<file path="src/include/tlfr_regs.vh">
// command codes, field positions and reset values of the temperature limits
// Summary of operation
// - Delay field n selects 2 to the n delay units, 1 to 128.
// - Length of one delay unit comes from the delay_unit_cycles input.
// - One delay count serves as run-on time or restart spacing.
// - Over-temperature warning limit, 16-bit linear, word access at 0x51.
// - Under-temperature warning limit, 16-bit linear, word access at 0x52.
// - Under-temperature fault limit, 16-bit linear, word access at 0x53.
// - Fault action byte at 0x54: response 7:6, retries 5:3, delay 2:0.
// - Response 00 keeps the output running through a fault.
// - Response 01 runs for the delay, then retries if fault remains.
// - Response 10 disables the output at once, then retries.
// - Response 11 latches off until status clear, clear-faults or reset.
// - Commanding the output off then on also clears a latched fault.
// - Retry setting 000 makes no restart; output stays off until cleared.
// - Settings 001 to 110 give 1 to 6 attempts spaced by the delay.
// - Setting 111 retries forever until commanded off.
`ifndef TLFR_REGS_VH
`define TLFR_REGS_VH

`define TLFR_CMD_CLEAR_FAULTS 8'h03
`define TLFR_CMD_STATUS 8'h7D
`define TLFR_CMD_OT_WARN 8'h51
`define TLFR_CMD_UT_WARN 8'h52
`define TLFR_CMD_UT_FAULT 8'h53
`define TLFR_CMD_UT_ACTION 8'h54

`define TLFR_RESP_HI 7
`define TLFR_RESP_LO 6
`define TLFR_RETRY_HI 5
`define TLFR_RETRY_LO 3
`define TLFR_DELAY_HI 2
`define TLFR_DELAY_LO 0

`define TLFR_STAT_OT_WARN 6
`define TLFR_STAT_UT_WARN 5
`define TLFR_STAT_UT_FAULT 4

`define TLFR_RST_OT_WARN 16'h0000
`define TLFR_RST_UT_WARN 16'h0000
`define TLFR_RST_UT_FAULT 16'h0000
`define TLFR_RST_UT_ACTION 8'hC0

`define TLFR_LIN_EXP_OFS 5'h10

`endif

</file>
<file path="src/rtl/tlfr_delay_timer.v">
// delay timer: 2 to the n units, each unit a programmable cycle count
`timescale 1ns/1ps
module tlfr_delay_timer #(
  parameter UNIT_W = 16
) (
  input wire clk_sys,
  input wire reset,
  input wire start,
  input wire [2:0] exp_sel,
  input wire [UNIT_W-1:0] unit_cycles,
  output wire busy,
  output reg done
);

  reg run_reg;
  reg [UNIT_W-1:0] cyc_reg;
  reg [7:0] units_reg;
  reg [7:0] target_reg;
  wire [UNIT_W-1:0] unit_last;

  // a zero unit length would wrap to the longest unit, so it counts as one cycle
  assign unit_last = (unit_cycles == {UNIT_W{1'b0}}) ? {UNIT_W{1'b0}} :
    unit_cycles - {{(UNIT_W-1){1'b0}}, 1'b1};
  assign busy = run_reg;

  always @(posedge clk_sys) begin
    if (reset) begin
      run_reg <= 1'b0;
      cyc_reg <= {UNIT_W{1'b0}};
      units_reg <= 8'h00;
      target_reg <= 8'h01;
      done <= 1'b0;
    end else begin
      done <= 1'b0;
      if (start) begin
        run_reg <= 1'b1;
        cyc_reg <= {UNIT_W{1'b0}};
        units_reg <= 8'h00;
        target_reg <= 8'h01 << exp_sel;
      end else if (run_reg) begin
        if (cyc_reg >= unit_last) begin
          cyc_reg <= {UNIT_W{1'b0}};
          if (units_reg + 8'h01 == target_reg) begin
            run_reg <= 1'b0;
            done <= 1'b1;
          end else begin
            units_reg <= units_reg + 8'h01;
          end
        end else begin
          cyc_reg <= cyc_reg + {{(UNIT_W-1){1'b0}}, 1'b1};
        end
      end
    end
  end

endmodule // tlfr_delay_timer

</file>
<file path="src/rtl/tlfr_top.v">
// temperature limits, management link slave and under-temp fault action
`timescale 1ns/1ps
`include "tlfr_regs.vh"
module tlfr_top #(
  parameter DEV_ADDR = 7'h40,
  parameter UNIT_W = 16
) (
  input wire clk_sys,
  input wire reset,
  input wire pmb_scl_in,
  input wire pmb_sda_in,
  output wire pmb_sda_out,
  output wire pmb_sda_oe_n,
  input wire ctrl_on_in,
  input wire operation_on,
  input wire [UNIT_W-1:0] delay_unit_cycles,
  input wire [15:0] temp_meas,
  output reg power_enable,
  output reg ot_warning,
  output reg ut_warning,
  output reg ut_fault,
  output reg fault_latched
);

  //////////////////////////////////////////////////////////////////////////
  localparam PS_IDLE = 3'd0;
  localparam PS_ADDR = 3'd1;
  localparam PS_CMD = 3'd2;
  localparam PS_WDATA = 3'd3;
  localparam PS_RDATA = 3'd4;

  localparam ST_OFF = 3'd0;
  localparam ST_RUN = 3'd1;
  localparam ST_HOLD = 3'd2;
  localparam ST_WAIT = 3'd3;
  localparam ST_TRY = 3'd4;
  localparam ST_LATCH = 3'd5;

  // linear format: 5-bit signed exponent over 11-bit signed mantissa
  function signed [42:0] lin_fix;
    input [15:0] v;
    reg [4:0] sh;
    reg signed [42:0] m;
    begin
      sh = v[15:11] + `TLFR_LIN_EXP_OFS;
      m = {{32{v[10]}}, v[10:0]};
      lin_fix = m <<< sh;
    end
  endfunction

  function cmd_known;
    input [7:0] c;
    begin
      case (c)
        `TLFR_CMD_CLEAR_FAULTS, `TLFR_CMD_STATUS, `TLFR_CMD_OT_WARN,
        `TLFR_CMD_UT_WARN, `TLFR_CMD_UT_FAULT,
        `TLFR_CMD_UT_ACTION: cmd_known = 1'b1;
        default: cmd_known = 1'b0;
      endcase
    end
  endfunction

  //////////////////////////////////////////////////////////////////////////
  // pin synchronisers
  reg scl_m_reg, scl_s_reg, scl_p_reg;
  reg sda_m_reg, sda_s_reg, sda_p_reg;
  reg ctl_m_reg, ctl_s_reg;

  always @(posedge clk_sys) begin
    if (reset) begin
      scl_m_reg <= 1'b1;
      scl_s_reg <= 1'b1;
      scl_p_reg <= 1'b1;
      sda_m_reg <= 1'b1;
      sda_s_reg <= 1'b1;
      sda_p_reg <= 1'b1;
      ctl_m_reg <= 1'b0;
      ctl_s_reg <= 1'b0;
    end else begin
      scl_m_reg <= pmb_scl_in;
      scl_s_reg <= scl_m_reg;
      scl_p_reg <= scl_s_reg;
      sda_m_reg <= pmb_sda_in;
      sda_s_reg <= sda_m_reg;
      sda_p_reg <= sda_s_reg;
      ctl_m_reg <= ctrl_on_in;
      ctl_s_reg <= ctl_m_reg;
    end
  end

  wire scl_rise = scl_s_reg & ~scl_p_reg;
  wire scl_fall = ~scl_s_reg & scl_p_reg;
  wire bus_start = scl_s_reg & scl_p_reg & ~sda_s_reg & sda_p_reg;
  wire bus_stop = scl_s_reg & scl_p_reg & sda_s_reg & ~sda_p_reg;

  //////////////////////////////////////////////////////////////////////////
  // registers
  reg [15:0] over_temp_warning_limit_reg;
  reg [15:0] under_temp_warning_limit_reg;
  reg [15:0] under_temp_fault_limit_reg;
  reg [7:0] under_temp_fault_action_reg;

  reg [2:0] ps_reg;
  reg [3:0] bit_reg;
  reg [7:0] sh_reg;
  reg [7:0] cmd_reg;
  reg [1:0] widx_reg;
  reg [15:0] wdat_reg;
  reg ridx_reg;
  reg sda_lo_reg;
  reg wr_go_reg;
  reg [15:0] rd_word;

  assign pmb_sda_out = 1'b0;
  assign pmb_sda_oe_n = ~sda_lo_reg;

  always @* begin
    case (cmd_reg)
      `TLFR_CMD_OT_WARN: rd_word = over_temp_warning_limit_reg;
      `TLFR_CMD_UT_WARN: rd_word = under_temp_warning_limit_reg;
      `TLFR_CMD_UT_FAULT: rd_word = under_temp_fault_limit_reg;
      `TLFR_CMD_UT_ACTION: rd_word = {8'h00, under_temp_fault_action_reg};
      `TLFR_CMD_STATUS: rd_word = {8'h00, 1'b0, ot_warning, ut_warning,
        ut_fault, 4'h0};
      default: rd_word = 16'hFFFF;
    endcase
  end

  wire [7:0] tx_byte = ridx_reg ? rd_word[15:8] : rd_word[7:0];
  wire [3:0] nb = (bit_reg == 4'd9) ? 4'd0 : bit_reg;

  // byte engine: samples on scl rise, drives on scl fall
  always @(posedge clk_sys) begin
    if (reset) begin
      ps_reg <= PS_IDLE;
      bit_reg <= 4'd0;
      sh_reg <= 8'h00;
      cmd_reg <= 8'h00;
      widx_reg <= 2'd0;
      wdat_reg <= 16'h0000;
      ridx_reg <= 1'b0;
      sda_lo_reg <= 1'b0;
      wr_go_reg <= 1'b0;
    end else begin
      wr_go_reg <= 1'b0;
      if (bus_start) begin
        ps_reg <= PS_ADDR;
        bit_reg <= 4'd0;
        sda_lo_reg <= 1'b0;
      end else if (bus_stop) begin
        wr_go_reg <= (ps_reg == PS_WDATA);
        ps_reg <= PS_IDLE;
        sda_lo_reg <= 1'b0;
      end else if (ps_reg != PS_IDLE && scl_rise) begin
        if (bit_reg < 4'd8) begin
          sh_reg <= {sh_reg[6:0], sda_s_reg};
          bit_reg <= bit_reg + 4'd1;
        end else if (bit_reg == 4'd9 && ps_reg == PS_RDATA && sda_s_reg) begin
          ps_reg <= PS_IDLE; // host ends the read with a nack
        end
      end else if (ps_reg != PS_IDLE && scl_fall) begin
        if (bit_reg == 4'd8) begin
          bit_reg <= 4'd9;
          sda_lo_reg <= 1'b0;
          case (ps_reg)
            PS_ADDR: begin
              if (sh_reg[7:1] == DEV_ADDR) begin
                sda_lo_reg <= 1'b1;
                ps_reg <= sh_reg[0] ? PS_RDATA : PS_CMD;
                ridx_reg <= 1'b0;
              end else begin
                ps_reg <= PS_IDLE;
              end
            end
            PS_CMD: begin
              cmd_reg <= sh_reg;
              widx_reg <= 2'd0;
              sda_lo_reg <= cmd_known(sh_reg);
              ps_reg <= cmd_known(sh_reg) ? PS_WDATA : PS_IDLE;
            end
            PS_WDATA: begin
              // low byte first, as words travel on the link
              if (widx_reg == 2'd0) begin
                wdat_reg[7:0] <= sh_reg;
              end else begin
                wdat_reg[15:8] <= sh_reg;
              end
              if (widx_reg < 2'd2) begin
                widx_reg <= widx_reg + 2'd1;
                sda_lo_reg <= 1'b1;
              end else begin
                widx_reg <= 2'd3;
              end
            end
            default: begin
              ridx_reg <= ~ridx_reg;
            end
          endcase
        end else begin
          if (bit_reg == 4'd9) begin
            bit_reg <= 4'd0;
          end
          if (ps_reg == PS_RDATA && nb < 4'd8) begin
            sda_lo_reg <= ~tx_byte[3'd7 - nb[2:0]];
          end else begin
            sda_lo_reg <= 1'b0;
          end
        end
      end
    end
  end

  //////////////////////////////////////////////////////////////////////////
  // register writes, committed at the stop condition
  wire wr_word = wr_go_reg && widx_reg == 2'd2;
  wire wr_byte = wr_go_reg && widx_reg == 2'd1;
  wire clear_faults = wr_go_reg && widx_reg == 2'd0 &&
    cmd_reg == `TLFR_CMD_CLEAR_FAULTS;
  wire stat_wr = wr_byte && cmd_reg == `TLFR_CMD_STATUS;
  wire clr_ot = clear_faults | (stat_wr & wdat_reg[`TLFR_STAT_OT_WARN]);
  wire clr_uw = clear_faults | (stat_wr & wdat_reg[`TLFR_STAT_UT_WARN]);
  wire clr_uf = clear_faults | (stat_wr & wdat_reg[`TLFR_STAT_UT_FAULT]);

  always @(posedge clk_sys) begin
    if (reset) begin
      over_temp_warning_limit_reg <= `TLFR_RST_OT_WARN;
      under_temp_warning_limit_reg <= `TLFR_RST_UT_WARN;
      under_temp_fault_limit_reg <= `TLFR_RST_UT_FAULT;
      under_temp_fault_action_reg <= `TLFR_RST_UT_ACTION;
    end else begin
      if (wr_word && cmd_reg == `TLFR_CMD_OT_WARN) begin
        over_temp_warning_limit_reg <= wdat_reg;
      end
      if (wr_word && cmd_reg == `TLFR_CMD_UT_WARN) begin
        under_temp_warning_limit_reg <= wdat_reg;
      end
      if (wr_word && cmd_reg == `TLFR_CMD_UT_FAULT) begin
        under_temp_fault_limit_reg <= wdat_reg;
      end
      if (wr_byte && cmd_reg == `TLFR_CMD_UT_ACTION) begin
        under_temp_fault_action_reg <= wdat_reg[7:0];
      end
    end
  end

  //////////////////////////////////////////////////////////////////////////
  // limit comparison and sticky status; a set beats a clear
  reg ot_now_reg, uw_now_reg, uf_now_reg;

  always @(posedge clk_sys) begin
    if (reset) begin
      ot_now_reg <= 1'b0;
      uw_now_reg <= 1'b0;
      uf_now_reg <= 1'b0;
      ot_warning <= 1'b0;
      ut_warning <= 1'b0;
      ut_fault <= 1'b0;
    end else begin
      ot_now_reg <= lin_fix(temp_meas) >
        lin_fix(over_temp_warning_limit_reg);
      uw_now_reg <= lin_fix(temp_meas) <
        lin_fix(under_temp_warning_limit_reg);
      uf_now_reg <= lin_fix(temp_meas) <
        lin_fix(under_temp_fault_limit_reg);
      ot_warning <= ot_now_reg | (ot_warning & ~clr_ot);
      ut_warning <= uw_now_reg | (ut_warning & ~clr_uw);
      ut_fault <= uf_now_reg | (ut_fault & ~clr_uf);
    end
  end

  //////////////////////////////////////////////////////////////////////////
  // fault action state machine
  wire [1:0] resp = under_temp_fault_action_reg[`TLFR_RESP_HI:`TLFR_RESP_LO];
  wire [2:0] retries =
    under_temp_fault_action_reg[`TLFR_RETRY_HI:`TLFR_RETRY_LO];
  wire [2:0] dly = under_temp_fault_action_reg[`TLFR_DELAY_HI:`TLFR_DELAY_LO];
  wire cmd_on = operation_on & ctl_s_reg;
  wire more_tries;

  reg [2:0] st_reg, st_next;
  reg [2:0] try_reg, try_next;
  reg tmr_start;
  wire tmr_done;

  // unlimited attempts at 111, otherwise the count caps them
  assign more_tries = (retries == 3'b111) || (try_reg < retries);

  always @* begin
    st_next = st_reg;
    try_next = try_reg;
    tmr_start = 1'b0;
    if (!cmd_on) begin
      st_next = ST_OFF;
    end else begin
      case (st_reg)
        ST_OFF: begin
          st_next = ST_RUN;
          try_next = 3'd0;
        end
        ST_RUN: begin
          if (uf_now_reg) begin
            case (resp)
              2'b00: st_next = ST_RUN;
              2'b01: begin
                st_next = ST_HOLD;
                tmr_start = 1'b1;
              end
              2'b10: begin
                try_next = 3'd0;
                if (retries == 3'b000) begin
                  st_next = ST_LATCH;
                end else begin
                  st_next = ST_WAIT;
                  tmr_start = 1'b1;
                end
              end
              default: st_next = ST_LATCH;
            endcase
          end
        end
        ST_HOLD: begin
          if (!uf_now_reg) begin
            st_next = ST_RUN;
          end else if (tmr_done) begin
            try_next = 3'd0;
            if (retries == 3'b000) begin
              st_next = ST_LATCH;
            end else begin
              st_next = ST_WAIT;
              tmr_start = 1'b1;
            end
          end
        end
        ST_WAIT: begin
          if (tmr_done) begin
            st_next = ST_TRY;
            try_next = (try_reg == 3'd7) ? 3'd7 : try_reg + 3'd1;
            tmr_start = 1'b1;
          end
        end
        ST_TRY: begin
          if (uf_now_reg) begin
            if (more_tries) begin
              st_next = ST_WAIT;
              tmr_start = 1'b1;
            end else begin
              st_next = ST_LATCH;
            end
          end else if (tmr_done) begin
            st_next = ST_RUN;
            try_next = 3'd0;
          end
        end
        ST_LATCH: begin
          if (clr_uf) begin
            st_next = ST_RUN;
            try_next = 3'd0;
          end
        end
        default: st_next = ST_OFF;
      endcase
    end
  end

  always @(posedge clk_sys) begin
    if (reset) begin
      st_reg <= ST_OFF;
      try_reg <= 3'd0;
      power_enable <= 1'b0;
      fault_latched <= 1'b0;
    end else begin
      st_reg <= st_next;
      try_reg <= try_next;
      power_enable <= (st_next == ST_RUN) || (st_next == ST_HOLD) ||
        (st_next == ST_TRY);
      fault_latched <= (st_next == ST_LATCH);
    end
  end

  tlfr_delay_timer #(
    .UNIT_W(UNIT_W)
  ) u_timer (
    .clk_sys(clk_sys),
    .reset(reset),
    .start(tmr_start),
    .exp_sel(dly),
    .unit_cycles(delay_unit_cycles),
    .busy(),
    .done(tmr_done)
  );

endmodule // tlfr_top

</file>
<file path="config.mk">
export PLATFORM = sky130hd
export DESIGN_NAME = tlfr_top
export DESIGN_NICKNAME = d
export VERILOG_FILES = /design/src/rtl/tlfr_delay_timer.v /design/src/rtl/tlfr_top.v
export VERILOG_INCLUDE_DIRS = /design/src /design/src/include
export SDC_FILE = /design/constraint.sdc
export NUM_CORES = 1
export LEC_CHECK = 0
export BUFFER_PORTS_ARGS = -buffer_cell sky130_fd_sc_hd__buf_2
export CAP_MARGIN = 25
export CORE_ASPECT_RATIO = 0.8
export CORE_MARGIN = 1.5
export CORE_UTILIZATION = 69
export DETAILED_ROUTE_END_ITERATION = 8
export PLACE_DENSITY_LB_ADDON = 0.15
export SLEW_MARGIN = 20
export SYNTH_ARGS = -nofsm -noshare
export SYNTH_HDL_FRONTEND = slang
export SYNTH_HIERARCHICAL = 1
export SYNTH_SLANG_ARGS = --single-unit
</file>
<file path="constraint.sdc">
create_clock -name clk_sys -period 7.1 [get_ports clk_sys]
set_input_delay 1.775 -clock clk_sys [delete_from_list [all_inputs] [get_ports clk_sys]]
set_output_delay 1.775 -clock clk_sys [all_outputs]
set_load 0.005 [all_outputs]
</file>
## After elaboration in Yosys (flattened, before gate mapping)

Cells that the tools add are included.
W data, S select, Z words.

- Bits in registers: 156
- Logic and storage cells: 273

- Add/sub/neg operators: 11
- $lt $le $gt $ge: 9
- Equal/unequal tests: 47
- Shift operators: 5
- Mux-type cells: 75
- Bitwise logic cells: 38
- Reductions and logical operators: 50

Operators by type and width:

| operator | number |
|---|---|
| $sshl A11 B5 Y43 | 4 |
| $lt A43 B43 Y1 | 2 |
| $eq A8 B7 Y1 const B | 10 |
| $pmux W16 S5 | 1 |
| $mux W3 | 25 |
| $gt A43 B43 Y1 | 1 |
| $pmux W3 S6 | 2 |
| $mux W16 | 2 |
| $mux W1 | 29 |
| $eq A3 B3 Y1 const B | 7 |
| $reduce_and A7 Y1 | 3 |
| $add A5 B5 Y5 const B | 4 |
| $mux W4 | 5 |
| $not A1 Y1 | 18 |
| $add A16 B1 Y16 const B | 1 |
| $eq A8 B2 Y1 const B | 2 |
| $ge A16 B16 Y1 | 1 |
| $logic_not A16 Y1 | 1 |
| $sub A16 B1 Y16 const B | 1 |
| $eq A3 B2 Y1 const B | 5 |
| $and A1 B1 Y1 | 14 |
| $logic_and A1 B1 Y1 | 14 |
| $ne A2 B2 Y1 const B | 7 |
| $reduce_and A6 Y1 | 2 |
| other kinds (46) | 74 |

## Logic depth before layout (Yosys ltp)

Gate-level depths: netlist of run 1.

- Depth in word-level cells: 17
- Depth in mapped cells: 17

## Modules after synthesis

The synthesis of run 1 kept the hierarchy.

Modules (own cells, without submodules):

| module | times used | cells each | area an instance (µm²) |
|---|---|---|---|
| tlfr_top | 1 | 1645 | 12122.9 |
| tlfr_delay_timer | 1 | 294 | 2362.3 |

## Worst setup path after synthesis of run 1

OpenSTA, ideal clock, no wires.

- Kind: input-to-reg
- Start point: in delay_unit_cycles[9]
- End point: reg u_timer.units_reg[5]
- Setup time: 0.070 ns
- Data arrival time: 5.273 ns
- Required time: 7.030 ns
- Path slack: 1.757 ns
- Cell stages on the path: 14
- Cells stage by stage: or4_4 or3_4 or4_4 or3_4 buf_6 nand2_1 ha_1 and4_1 nand4_1 a221o_1 and3_1 clkbuf_1 or4_1 a21oi_1

- Longest elaborated chain between the ends: 4
- Elaborated cells between the ends (all ways): 5
- Those cells by class: 1 x add/sub; 1 x order compare; 1 x mux; 2 x reduce/logical

RTL lines:

| item | RTL line | RTL |
|---|---|---|
| start, declared | tlfr_top.v:16 | `input wire [UNIT_W-1:0] delay_unit_cycles,` |
| $sub A16 B1 Y16 / $logic_not A16 Y1 (equally long branches) | tlfr_delay_timer.v:23, tlfr_delay_timer.v:22 |  |
| $mux W16 (*) | tlfr_delay_timer.v:22 | `assign unit_last = (unit_cycles == {UNIT_W{1'b0}}) ? {UNIT_W{1'b0}} :` |
| $ge A16 B16 Y1 (*) | tlfr_delay_timer.v:41 | `if (cyc_reg >= unit_last) begin` |
| $reduce_and A3 Y1 (no line) (*) | -- |  |
| end signal, assigned | tlfr_delay_timer.v:47 | `units_reg <= units_reg + 8'h01;` |
| end, declared | tlfr_delay_timer.v:17 | `reg [7:0] units_reg;` |

Mark *: on every way between the ends. The rest lies on a longest branch, timed or not.
A chain may end at the register's enable or synchronous reset.

## Worst setup path in the final report of run 1

- Start point: in temp_meas[10]
- End point: reg uf_now_reg

- Longest elaborated chain between the ends: 2

RTL lines:

| item | RTL line | RTL |
|---|---|---|
| start, declared | tlfr_top.v:17 | `input wire [15:0] temp_meas,` |
| $sshl A11 B5 Y43 | tlfr_top.v:47 | `lin_fix = m <<< sh;` |
| $lt A43 B43 Y1 | tlfr_top.v:263 | `uf_now_reg <= lin_fix(temp_meas) <` |
| end signal, assigned | tlfr_top.v:263 |  |
| end, declared | tlfr_top.v:248 | `reg ot_now_reg, uw_now_reg, uf_now_reg;` |

No other way between the ends.

==> results.py, run 1 <==
metrics = {
    "synthesis": {
        "yosys.area.top_type_share": 0.216,
        "ys_seq_elements": 156,
        "ys_warn_count": 6,
        "synth_flop_cell": "dfxtp_1",
        "async_flop_share": 0,
        "synth_cells": 1939,
        "synth_area_leaders": "dfxtp_1 22%, ha_1 13%, mux2i_1 9.5%",
        "syn_nets": 2131,
        "synth_edf_count": 0,
        "synth.distinct_cells": 90,
        "netlist_area_um2": 14500,
        "syn_area_per_cell_um2": 7.47,
        "ys_seq_area_frac": 0.216,
        "yosysTopAreaCell": "dfxtp_1",
    },
    "setup_path": {
        "crit_start": "temp_meas[10]",
        "critPathKind": "primary input to flip-flop",
        "crit_chain": "buf_2 > mux2i_1 > o21ai_0 > nand2_1 > a221oi_1 > ha_1 > a2111oi_0 > o21ai_0 > a31o_2 > a221oi_1 > o21ai_0 > mux2_2",
        "path_buf_inv": 1,
        "regToRegStartpoint": "under_temp_fault_limit_reg[12]$_SDFFE_PP0P_",
        "crit_path_max_fanout": 15,
        "cp.depth": 12,
        "critPathRequiredTime_ps": 7410,
        "endpoint": "uf_now_reg$_SDFF_PP0_",
        "cp-start-kind": "primary input",
        "crit_family": "compound AO/OA/AOI/OAI gates",
        "max_stage_delay_ps": 1020,
        "timing.rr.end": "uf_now_reg$_SDFF_PP0_",
        "reg2reg_slack_ps": 2780,
        "crit_arrival_ps": 5860,
        "critical_path.most_common_cell": "o21ai_0",
        "critPathCaptureType": "flip-flop",
        "reg2regPathDepth": 14,
        "crit_path_top_delay_cell": "a221oi_1",
    },
    "cts": {
        "cts_num_sinks": 156,
        "cts_root_buf": "clkbuf_16",
        "ctsHoldBuffers": 0,
        "ctsResizeCount": 0,
        "clkTransAtPathRegs_ps": 80,
        "post-cts-setup-buffers": 0,
        "clk_path_buf_depth": 2,
        "numCtsBuffers": 17,
        "clk_latency_ps": 430,
        "htreeDepth": 4,
        "tritoncts": "yes",
    },
    "run_status": {
        "status": "finished, final reports clean",
    },
    "floorplanning": {
        "die-width_um": 165,
        "num_rows": 47,
        "initial_core_util": 0.702,
        "die_y_um": 133,
        "die_area_um2": 21900,
        "ioPinCount": 45,
        "core_um2": 20600,
    },
    "placed_design": {
        "port_buffers": 43,
        "dp.cells": 2143,
        "place_ws_ps": 1400,
        "hpwl_um": 34600,
        "gp_congestion": 1.04,
    },
    "global_route": {
        "antenna_found_initial": 0,
        "track_usage": 0.408,
        "grt_pass1_wl_um": 69600,
        "grt_pass1_vias": 12900,
        "overflow": 0,
        "grt_max_degree": 105,
    },
    "cells_and_area": {
        "final_cells": 2176,
        "diodes": 0,
        "utilization": 0.736,
        "layout.nets": 2087,
        "drive_gt1_frac": 0.0713,
        "areaGrowthSynthToFinish_pct": 4.95,
    },
    "power_and_ir_drop": {
        "combPwrFrac": 0.165,
        "p_clk_frac": 0.414,
        "ir_drop_v": 0.000166,
        "powerDensity_nw_per_um2": 139,
        "p_switching_mw": 0.637,
        "power_leakage_nw": 5.63,
        "seq_power_share": 0.421,
        "fin_total_pwr_mw": 2.11,
        "switching_share": 0.302,
        "intPower_mw": 1.47,
    },
    "sta": {
        "max_slew_margin": 0.178,
        "tightest_slew_ps": 1230,
        "slew_violations": 0,
        "period_share": 0.782,
        "setup_viol": 0,
        "tns_ps": 0,
        "hold_viol": 0,
        "fin_crit_ps": 5550,
        "rsz0062_at_grt": "false",
        "setup_slack_ps": 1550,
        "fmax_ghz": 0.180,
        "skew_ps": 16.7,
    },
    "detailed_routing": {
        "drt-initial-drc-count": 2354,
        "drtPass1Iterations": 7,
        "num_vias": 15000,
        "vias_per_cell": 6.87,
        "wirelength_um": 46200,
        "final_antenna_net_count": 0,
        "wl_per_cell_um": 21.2,
        "drc": 0,
    },
    "worst_hold_path": {
        "hp-class": "flip-flop to flip-flop",
    },
    "job": {
        "maxCapViolations": 0,
    },
}
==> how the worst min path moves through the flow <==
stage                     cells past startpoint                    to  slack, ps                 start
after CTS                                     1  sda_s_reg$_SDFF_PP1_        420  sda_m_reg$_SDFF_PP1_
after global placement                        1  scl_s_reg$_SDFF_PP1_        390  scl_m_reg$_SDFF_PP1_
final                                         1  sda_s_reg$_SDFF_PP1_        410  sda_m_reg$_SDFF_PP1_
after floorplan                               1  scl_s_reg$_SDFF_PP1_        390  scl_m_reg$_SDFF_PP1_
after detailed placement                      1  sda_s_reg$_SDFF_PP1_        390  sda_m_reg$_SDFF_PP1_
after global routing                          1  sda_s_reg$_SDFF_PP1_        430  sda_m_reg$_SDFF_PP1_
==> stage by stage <==
step           instance area [um^2]  hold WS (ps)
3_5_place_dp                  14600           394
6_report                      15200           415
5_1_grt                       15200           425
4_1_cts                       15200           415
3_3_place_gp                  14600           394
2_1_floorplan                 14500           389
==> Yosys cell counts, drive strengths merged, types with 22 or more instances <==
cell	number
a21o	27
a21oi	179
a22oi	24
clkbuf	99
dfxtp	156
ha	154
inv	33
mux2i	137
nand2	297
nand3	52
nand4	27
nor2	175
nor2b	22
nor3	40
o211ai	22
o21ai	133
xor2	22
==> metal layers <==
metal  routed length (um)  track usage
met1                20100        0.604
met2                18300        0.552
met3                 6750        0.148
met4                 1050        0.102
met5                    0            0
==> power groups by stage <==
stage	Combinational [mW]	Clock (mW)	Sequential, mW
finish	0.348	0.874	0.887
global placement	0.317	0	0.906
detailed placement	0.328	0	0.906
floorplan	0.226	0	0.902
CTS	0.330	0.872	0.886
global route	0.380	0.909	0.887
==> cell usage in the layout, fill, tap and decap left out, types with 19 or more instances in the layout <==
cell,instances
dfxtp_1,155
nand2_1,293
xnor2_1,21
nand4_1,27
a21oi_1,179
mux2i_1,137
nand3_1,52
o211ai_1,22
inv_1,32
nor2_1,175
a21o_1,27
o21ai_0,131
a22oi_1,24
xor2_1,22
nor2b_1,22
ha_1,154
and3_1,19
buf_2,42
nor3_1,38
==> cell families after synthesis <==
group / Yosys count / synth area share
simple gates: 745 / 0.244
buf+inv: 159 / 0.0453
other cells: 1 / 0.000259
compound gates: 526 / 0.226
xor+xnor: 43 / 0.0260
flops: 156 / 0.216
mux: 155 / 0.109
fa+ha+maj: 154 / 0.133
==> cell type report <==
type	instances	area, um^2
clock inverter	14	124
timing repair buffer	57	340
inverter	39	146
clock buffer	17	425
multi-input combinational	1624	10700
tap	269	337
sequential	156	3120
fill	1631	5440
(Power assumes the default switching activity.)
==> inputs of run 2 (changes only) <==
--- a/config.mk
+++ b/config.mk
@@ -10,7 +10,7 @@
 export CAP_MARGIN = 25
 export CORE_ASPECT_RATIO = 0.8
 export CORE_MARGIN = 1.5
-export CORE_UTILIZATION = 69
+export CORE_UTILIZATION = 65
 export DETAILED_ROUTE_END_ITERATION = 8
 export PLACE_DENSITY_LB_ADDON = 0.15
 export SLEW_MARGIN = 20
==> constraint.sdc (replaced) <==
create_clock -name clk_sys -period 5.5 [get_ports clk_sys]
set_input_delay 1.375 -clock clk_sys [delete_from_list [all_inputs] [get_ports clk_sys]]
set_output_delay 1.375 -clock clk_sys [all_outputs]
set_load 0.005 [all_outputs]
==> run 2 against run 1 <==
Effect of this change:
- clock power grew 33%
- count of clock-buffer cells in the layout up 1
- highest routed layer is now met5
- hold slack better by 2.4 ps
- critical path type unchanged
- global-route usage fell by 2.8 points
==> results.py, run 2 (synthesis gave the netlist of run 1 again) <==
metrics = {
    "sta": {
        "tns_ps": 0,
        "rsz0062_at_grt": "false",
        "fmax_ghz": 0.204,
        "hold_viol": 0,
        "max_slew_margin": 0.222,
        "tightest_slew_ps": 1150,
        "skew_ps": 9.74,
        "fin_crit_ps": 4900,
        "setup_viol": 0,
        "slew_violations": 0,
        "setup_slack_ps": 596,
        "period_share": 0.892,
    },
    "global_route": {
        "grt_max_degree": 74,
        "antenna_found_initial": 0,
        "grt_pass1_vias": 12700,
        "track_usage": 0.380,
        "overflow": 0,
        "grt_pass1_wl_um": 68800,
    },
    "floorplanning": {
        "die-width_um": 170,
        "die_y_um": 137,
        "die_area_um2": 23200,
        "ioPinCount": 45,
        "core_um2": 21700,
        "num_rows": 48,
        "initial_core_util": 0.666,
    },
    "setup_path": {
        "critPathCaptureType": "flip-flop",
        "critPathKind": "primary input to flip-flop",
        "regToRegStartpoint": "under_temp_fault_limit_reg[13]$_SDFFE_PP0P_",
        "crit_arrival_ps": 5250,
        "crit_path_max_fanout": 15,
        "critPathRequiredTime_ps": 5850,
        "crit_start": "delay_unit_cycles[9]",
        "cp-start-kind": "primary input",
    },
    "placed_design": {
        "gp_congestion": 1.06,
        "hpwl_um": 34500,
        "place_ws_ps": 212,
        "port_buffers": 43,
    },
    "cts": {
        "htreeDepth": 4,
        "ctsResizeCount": 0,
        "tritoncts": "yes",
        "clk_latency_ps": 420,
        "clk_path_buf_depth": 2,
        "cts_root_buf": "clkbuf_16",
        "cts_num_sinks": 156,
        "clkTransAtPathRegs_ps": 70,
        "post-cts-setup-buffers": 0,
        "ctsHoldBuffers": 0,
        "numCtsBuffers": 17,
    },
    "worst_hold_path": {
        "hp-class": "flip-flop to flip-flop",
        "holdCritStartpoint": "scl_m_reg$_SDFF_PP1_",
    },
    "detailed_routing": {
        "wirelength_um": 45000,
        "num_vias": 14800,
        "drc": 0,
        "final_antenna_net_count": 0,
        "vias_per_cell": 6.68,
        "wl_per_cell_um": 20.3,
        "drtPass1Iterations": 6,
        "drt-initial-drc-count": 2006,
    },
    "job": {
        "maxCapViolations": 0,
    },
    "power_and_ir_drop": {
        "powerDensity_nw_per_um2": 180,
        "power_leakage_nw": 5.67,
        "ir_drop_v": 0.000258,
    },
    "cells_and_area": {
        "final_common_cell": "nand2_1",
        "fillers": 1799,
        "multi_input_area_um2": 10700,
        "areaGrowthSynthToFinish_pct": 5.67,
        "layout_common_cells": "293 x nand2_1, 179 x a21oi_1, 174 x nor2_1, 156 x dfxtp_1, 154 x ha_1",
        "layout.nets": 2095,
        "drive_gt1_frac": 0.0752,
        "diodes": 0,
        "register_area_um2": 3120,
    },
    "run_status": {
        "status": "finished, final reports clean",
    },
}
-- run 2: stage by stage --
| step | power, mW | instance area, um^2 | std cells | util | hold WS, ps |
|---|---|---|---|---|---|
| after floorplan | 1.46 | 14500 | 1939 | - | 389 |
| after global placement | 1.58 | 14700 | 2182 | 0.677 | 391 |
| after detailed placement | 1.60 | 14700 | 2183 | 0.677 | 402 |
| after CTS | 2.73 | 15300 | 2214 | 0.704 | 421 |
| after global routing | 2.84 | 15300 | 2215 | 0.704 | 429 |
| final | 2.75 | 15300 | 2215 | 0.704 | 417 |
-- run 2: worst max-delay path: stages --
cell	delay (ps)
buf_2	110
or4_4	540
or3_4	360
or4_4	430
or3_4	440
nand2_1	90
ha_1	230
a211oi_1	230
nor2_1	100
a311oi_1	440
a31o_2	330
nand2_1	350
nor2_1	210
-- run 2: final timing paths --
kind                                                   endpoint  slack, ps  cells past startpoint
worst min-delay path                       scl_s_reg$_SDFF_PP1_        420                      1
worst max-delay path            u_timer/cyc_reg[7]$_SDFFE_PP0P_        600                     13
worst max register to register            uf_now_reg$_SDFF_PP0_       1290                     12
worst min register to register             scl_s_reg$_SDFF_PP1_        420                      1
-- run 2: area by class of cell --
class	count	area share
Clock buffer	18	0.0287
Clock inverter	13	0.00875
Inverter	39	0.00956
Multi-Input combinational cell	1624	0.700
Sequential cell	156	0.204
Tap cell	300	0.0245
Timing Repair Buffer	65	0.0249
-- run 2: metal layers --
layer / GRT usage / wire, um
met4: 0.0841 / 928
met3: 0.135 / 6270
met1: 0.551 / 19800
met2: 0.529 / 17800
met5: 0.0326 / 91
-- run 2: power by group --
group / total [mW] / switching, mW / leakage (nW) / internal, mW
combinational: 0.443 / 0.269 / 4.13 / 0.174
clock: 1.16 / 0.517 / 0.279 / 0.645
sequential: 1.14 / 0.00880 / 1.26 / 1.14
==> inputs of run 3 (changes only) <==
--- a/config.mk
+++ b/config.mk
@@ -12,7 +12,8 @@
 export CORE_MARGIN = 1.5
 export CORE_UTILIZATION = 65
 export DETAILED_ROUTE_END_ITERATION = 8
-export PLACE_DENSITY_LB_ADDON = 0.15
+export PLACE_DENSITY = 0.83
+export SKIP_LAST_GASP = 1
 export SLEW_MARGIN = 20
 export SYNTH_ARGS = -nofsm -noshare
 export SYNTH_HDL_FRONTEND = slang
==> run 3 against run 2 <==
Effect of this change:
- first-iteration DRC count increased by 0.60%
- non-clock buffer count up 11
- hold slack lost 9.8 ps
- global-route usage is 1.2 points higher
- die area unchanged
- register-to-register slack worse by 260 ps
- count of clock-buffer cells in the layout rose by 4
- largest power group is now registers
- highest routed layer is now met4
==> results.py, run 3 (synthesis gave the netlist of run 1 again) <==
metrics = {
    "sta": {
        "slew_violations": 0,
        "period_share": 0.892,
        "tns_ps": 0,
        "setup_viol": 0,
        "rsz0062_at_grt": "false",
        "fmax_ghz": 0.204,
        "hold_viol": 0,
        "max_slew_margin": 0.182,
        "tightest_slew_ps": 1210,
        "fin_crit_ps": 4900,
        "skew_ps": 11.9,
    },
    "power_and_ir_drop": {
        "combPwrFrac": 0.170,
        "seq_power_share": 0.420,
        "power_leakage_nw": 5.71,
        "fin_total_pwr_mw": 2.73,
        "powerDensity_nw_per_um2": 178,
        "p_switching_mw": 0.762,
        "switching_share": 0.279,
        "p_clk_frac": 0.410,
        "intPower_mw": 1.97,
        "ir_drop_v": 0.000217,
    },
    "cts": {
        "cts_root_buf": "clkbuf_16",
        "cts_num_sinks": 156,
        "clk_latency_ps": 440,
        "ctsHoldBuffers": 0,
        "tritoncts": "yes",
        "ctsResizeCount": 0,
        "post-cts-setup-buffers": 0,
        "clk_path_buf_depth": 2,
        "clkTransAtPathRegs_ps": 60,
        "htreeDepth": 4,
        "numCtsBuffers": 17,
    },
    "cells_and_area": {
        "areaGrowthSynthToFinish_pct": 6.00,
        "fillers": 1819,
        "layout_common_cells": "293 x nand2_1, 179 x a21oi_1, 175 x nor2_1, 156 x dfxtp_1, 154 x ha_1",
        "drive_gt1_frac": 0.0780,
        "final_common_cell": "nand2_1",
        "utilization": 0.706,
        "register_area_um2": 3120,
        "layout.nets": 2106,
        "diodes": 0,
        "multi_input_area_um2": 10700,
        "design_area_um2": 15400,
        "final_cells": 2224,
    },
    "global_route": {
        "grt_pass1_wl_um": 70800,
        "grt_pass1_vias": 13100,
        "overflow": 0,
        "track_usage": 0.392,
        "met2_usage": 0.551,
        "met3_usage": 0.121,
        "antenna_found_initial": 1,
        "grt.met1_usage": 0.581,
        "grt_max_degree": 87,
        "busiest_layer": "met1",
    },
    "placed_design": {
        "hpwl_um": 35600,
        "placed_cell_area_um2": 14800,
        "port_buffers": 43,
        "gp_congestion": 1.06,
        "dp.cells": 2193,
    },
    "floorplanning": {
        "die_area_um2": 23200,
        "initial_core_util": 0.666,
        "num_rows": 48,
        "die_y_um": 137,
        "ioPinCount": 45,
        "die-width_um": 170,
        "core_um2": 21700,
    },
    "setup_path": {
        "critPathCaptureType": "flip-flop",
        "crit_path_max_fanout": 15,
        "regToRegStartpoint": "under_temp_fault_limit_reg[13]$_SDFFE_PP0P_",
        "crit_start": "delay_unit_cycles[9]",
        "critPathKind": "primary input to flip-flop",
        "cp-start-kind": "primary input",
        "critPathRequiredTime_ps": 5860,
        "crit_arrival_ps": 5260,
    },
    "detailed_routing": {
        "drtPass1Iterations": 6,
        "vias_per_cell": 6.74,
        "wl_per_cell_um": 20.8,
        "drc": 0,
        "drt-initial-drc-count": 2018,
        "num_vias": 15000,
        "final_antenna_net_count": 0,
        "wirelength_um": 46200,
    },
    "run_status": {
        "status": "finished, final reports clean",
    },
    "worst_hold_path": {
        "hp-class": "flip-flop to flip-flop",
        "holdCritStartpoint": "scl_m_reg$_SDFF_PP1_",
    },
    "job": {
        "maxCapViolations": 0,
    },
}
run 3: cell count changes in the layout (fill, tap and decap cells not counted), sizes merged:
cell and delta:
inv -6, clkbuf +5, clkinvlp +2, clkinv -2, buf +10
run 3: area by class of cell:
class / count / area share
timing repair buffer: 76 / 0.0301
clock buffer: 22 / 0.0309
tap: 300 / 0.0244
sequential: 156 / 0.203
clock inverter: 7 / 0.00440
inverter: 39 / 0.00953
multi-input combinational: 1624 / 0.697
run 3: through the flow:
step                      setup WS, ps  hold WS, ps
final                              596          407
after global routing               469          417
after CTS                          669          410
after detailed placement           241          396
after global placement             342          395
after floorplan                    557          389
run 3: worst paths after layout:
check | endpoint | slack [ps] | cells after the start
hold / removal | scl_s_reg$_SDFF_PP1_ | 410 | 1
setup reg to reg | uf_now_reg$_SDFF_PP0_ | 1030 | 12
setup / recovery | u_timer/cyc_reg[8]$_SDFFE_PP0P_ | 600 | 13
hold reg to reg | scl_s_reg$_SDFF_PP1_ | 410 | 1
run 3: power groups by stage:
stage / Combinational (mW) / Clock, mW / Sequential, mW
after floorplan: 0.292 / 0 / 1.16
after global placement: 0.425 / 0 / 1.17
after detailed placement: 0.442 / 0 / 1.17
after CTS: 0.444 / 1.12 / 1.15
after global routing: 0.507 / 1.17 / 1.15
final: 0.464 / 1.12 / 1.15
run 3: worst max-delay path, cell delays in order:
cell      delay (ps)
buf_2            120
or4_4            540
or3_4            360
or4_4            420
or3_4            430
nand2_1           90
ha_1             230
a211oi_1         230
nor2_1            90
a311oi_1         440
a31o_2           350
nand2_1          350
nor2_1           210
run 3: layer usage:
metal	share of wire	vias up
met2	0.40	834
met5	0	-
li1	-	7010
met4	0.018	0
met3	0.14	95
met1	0.44	7049
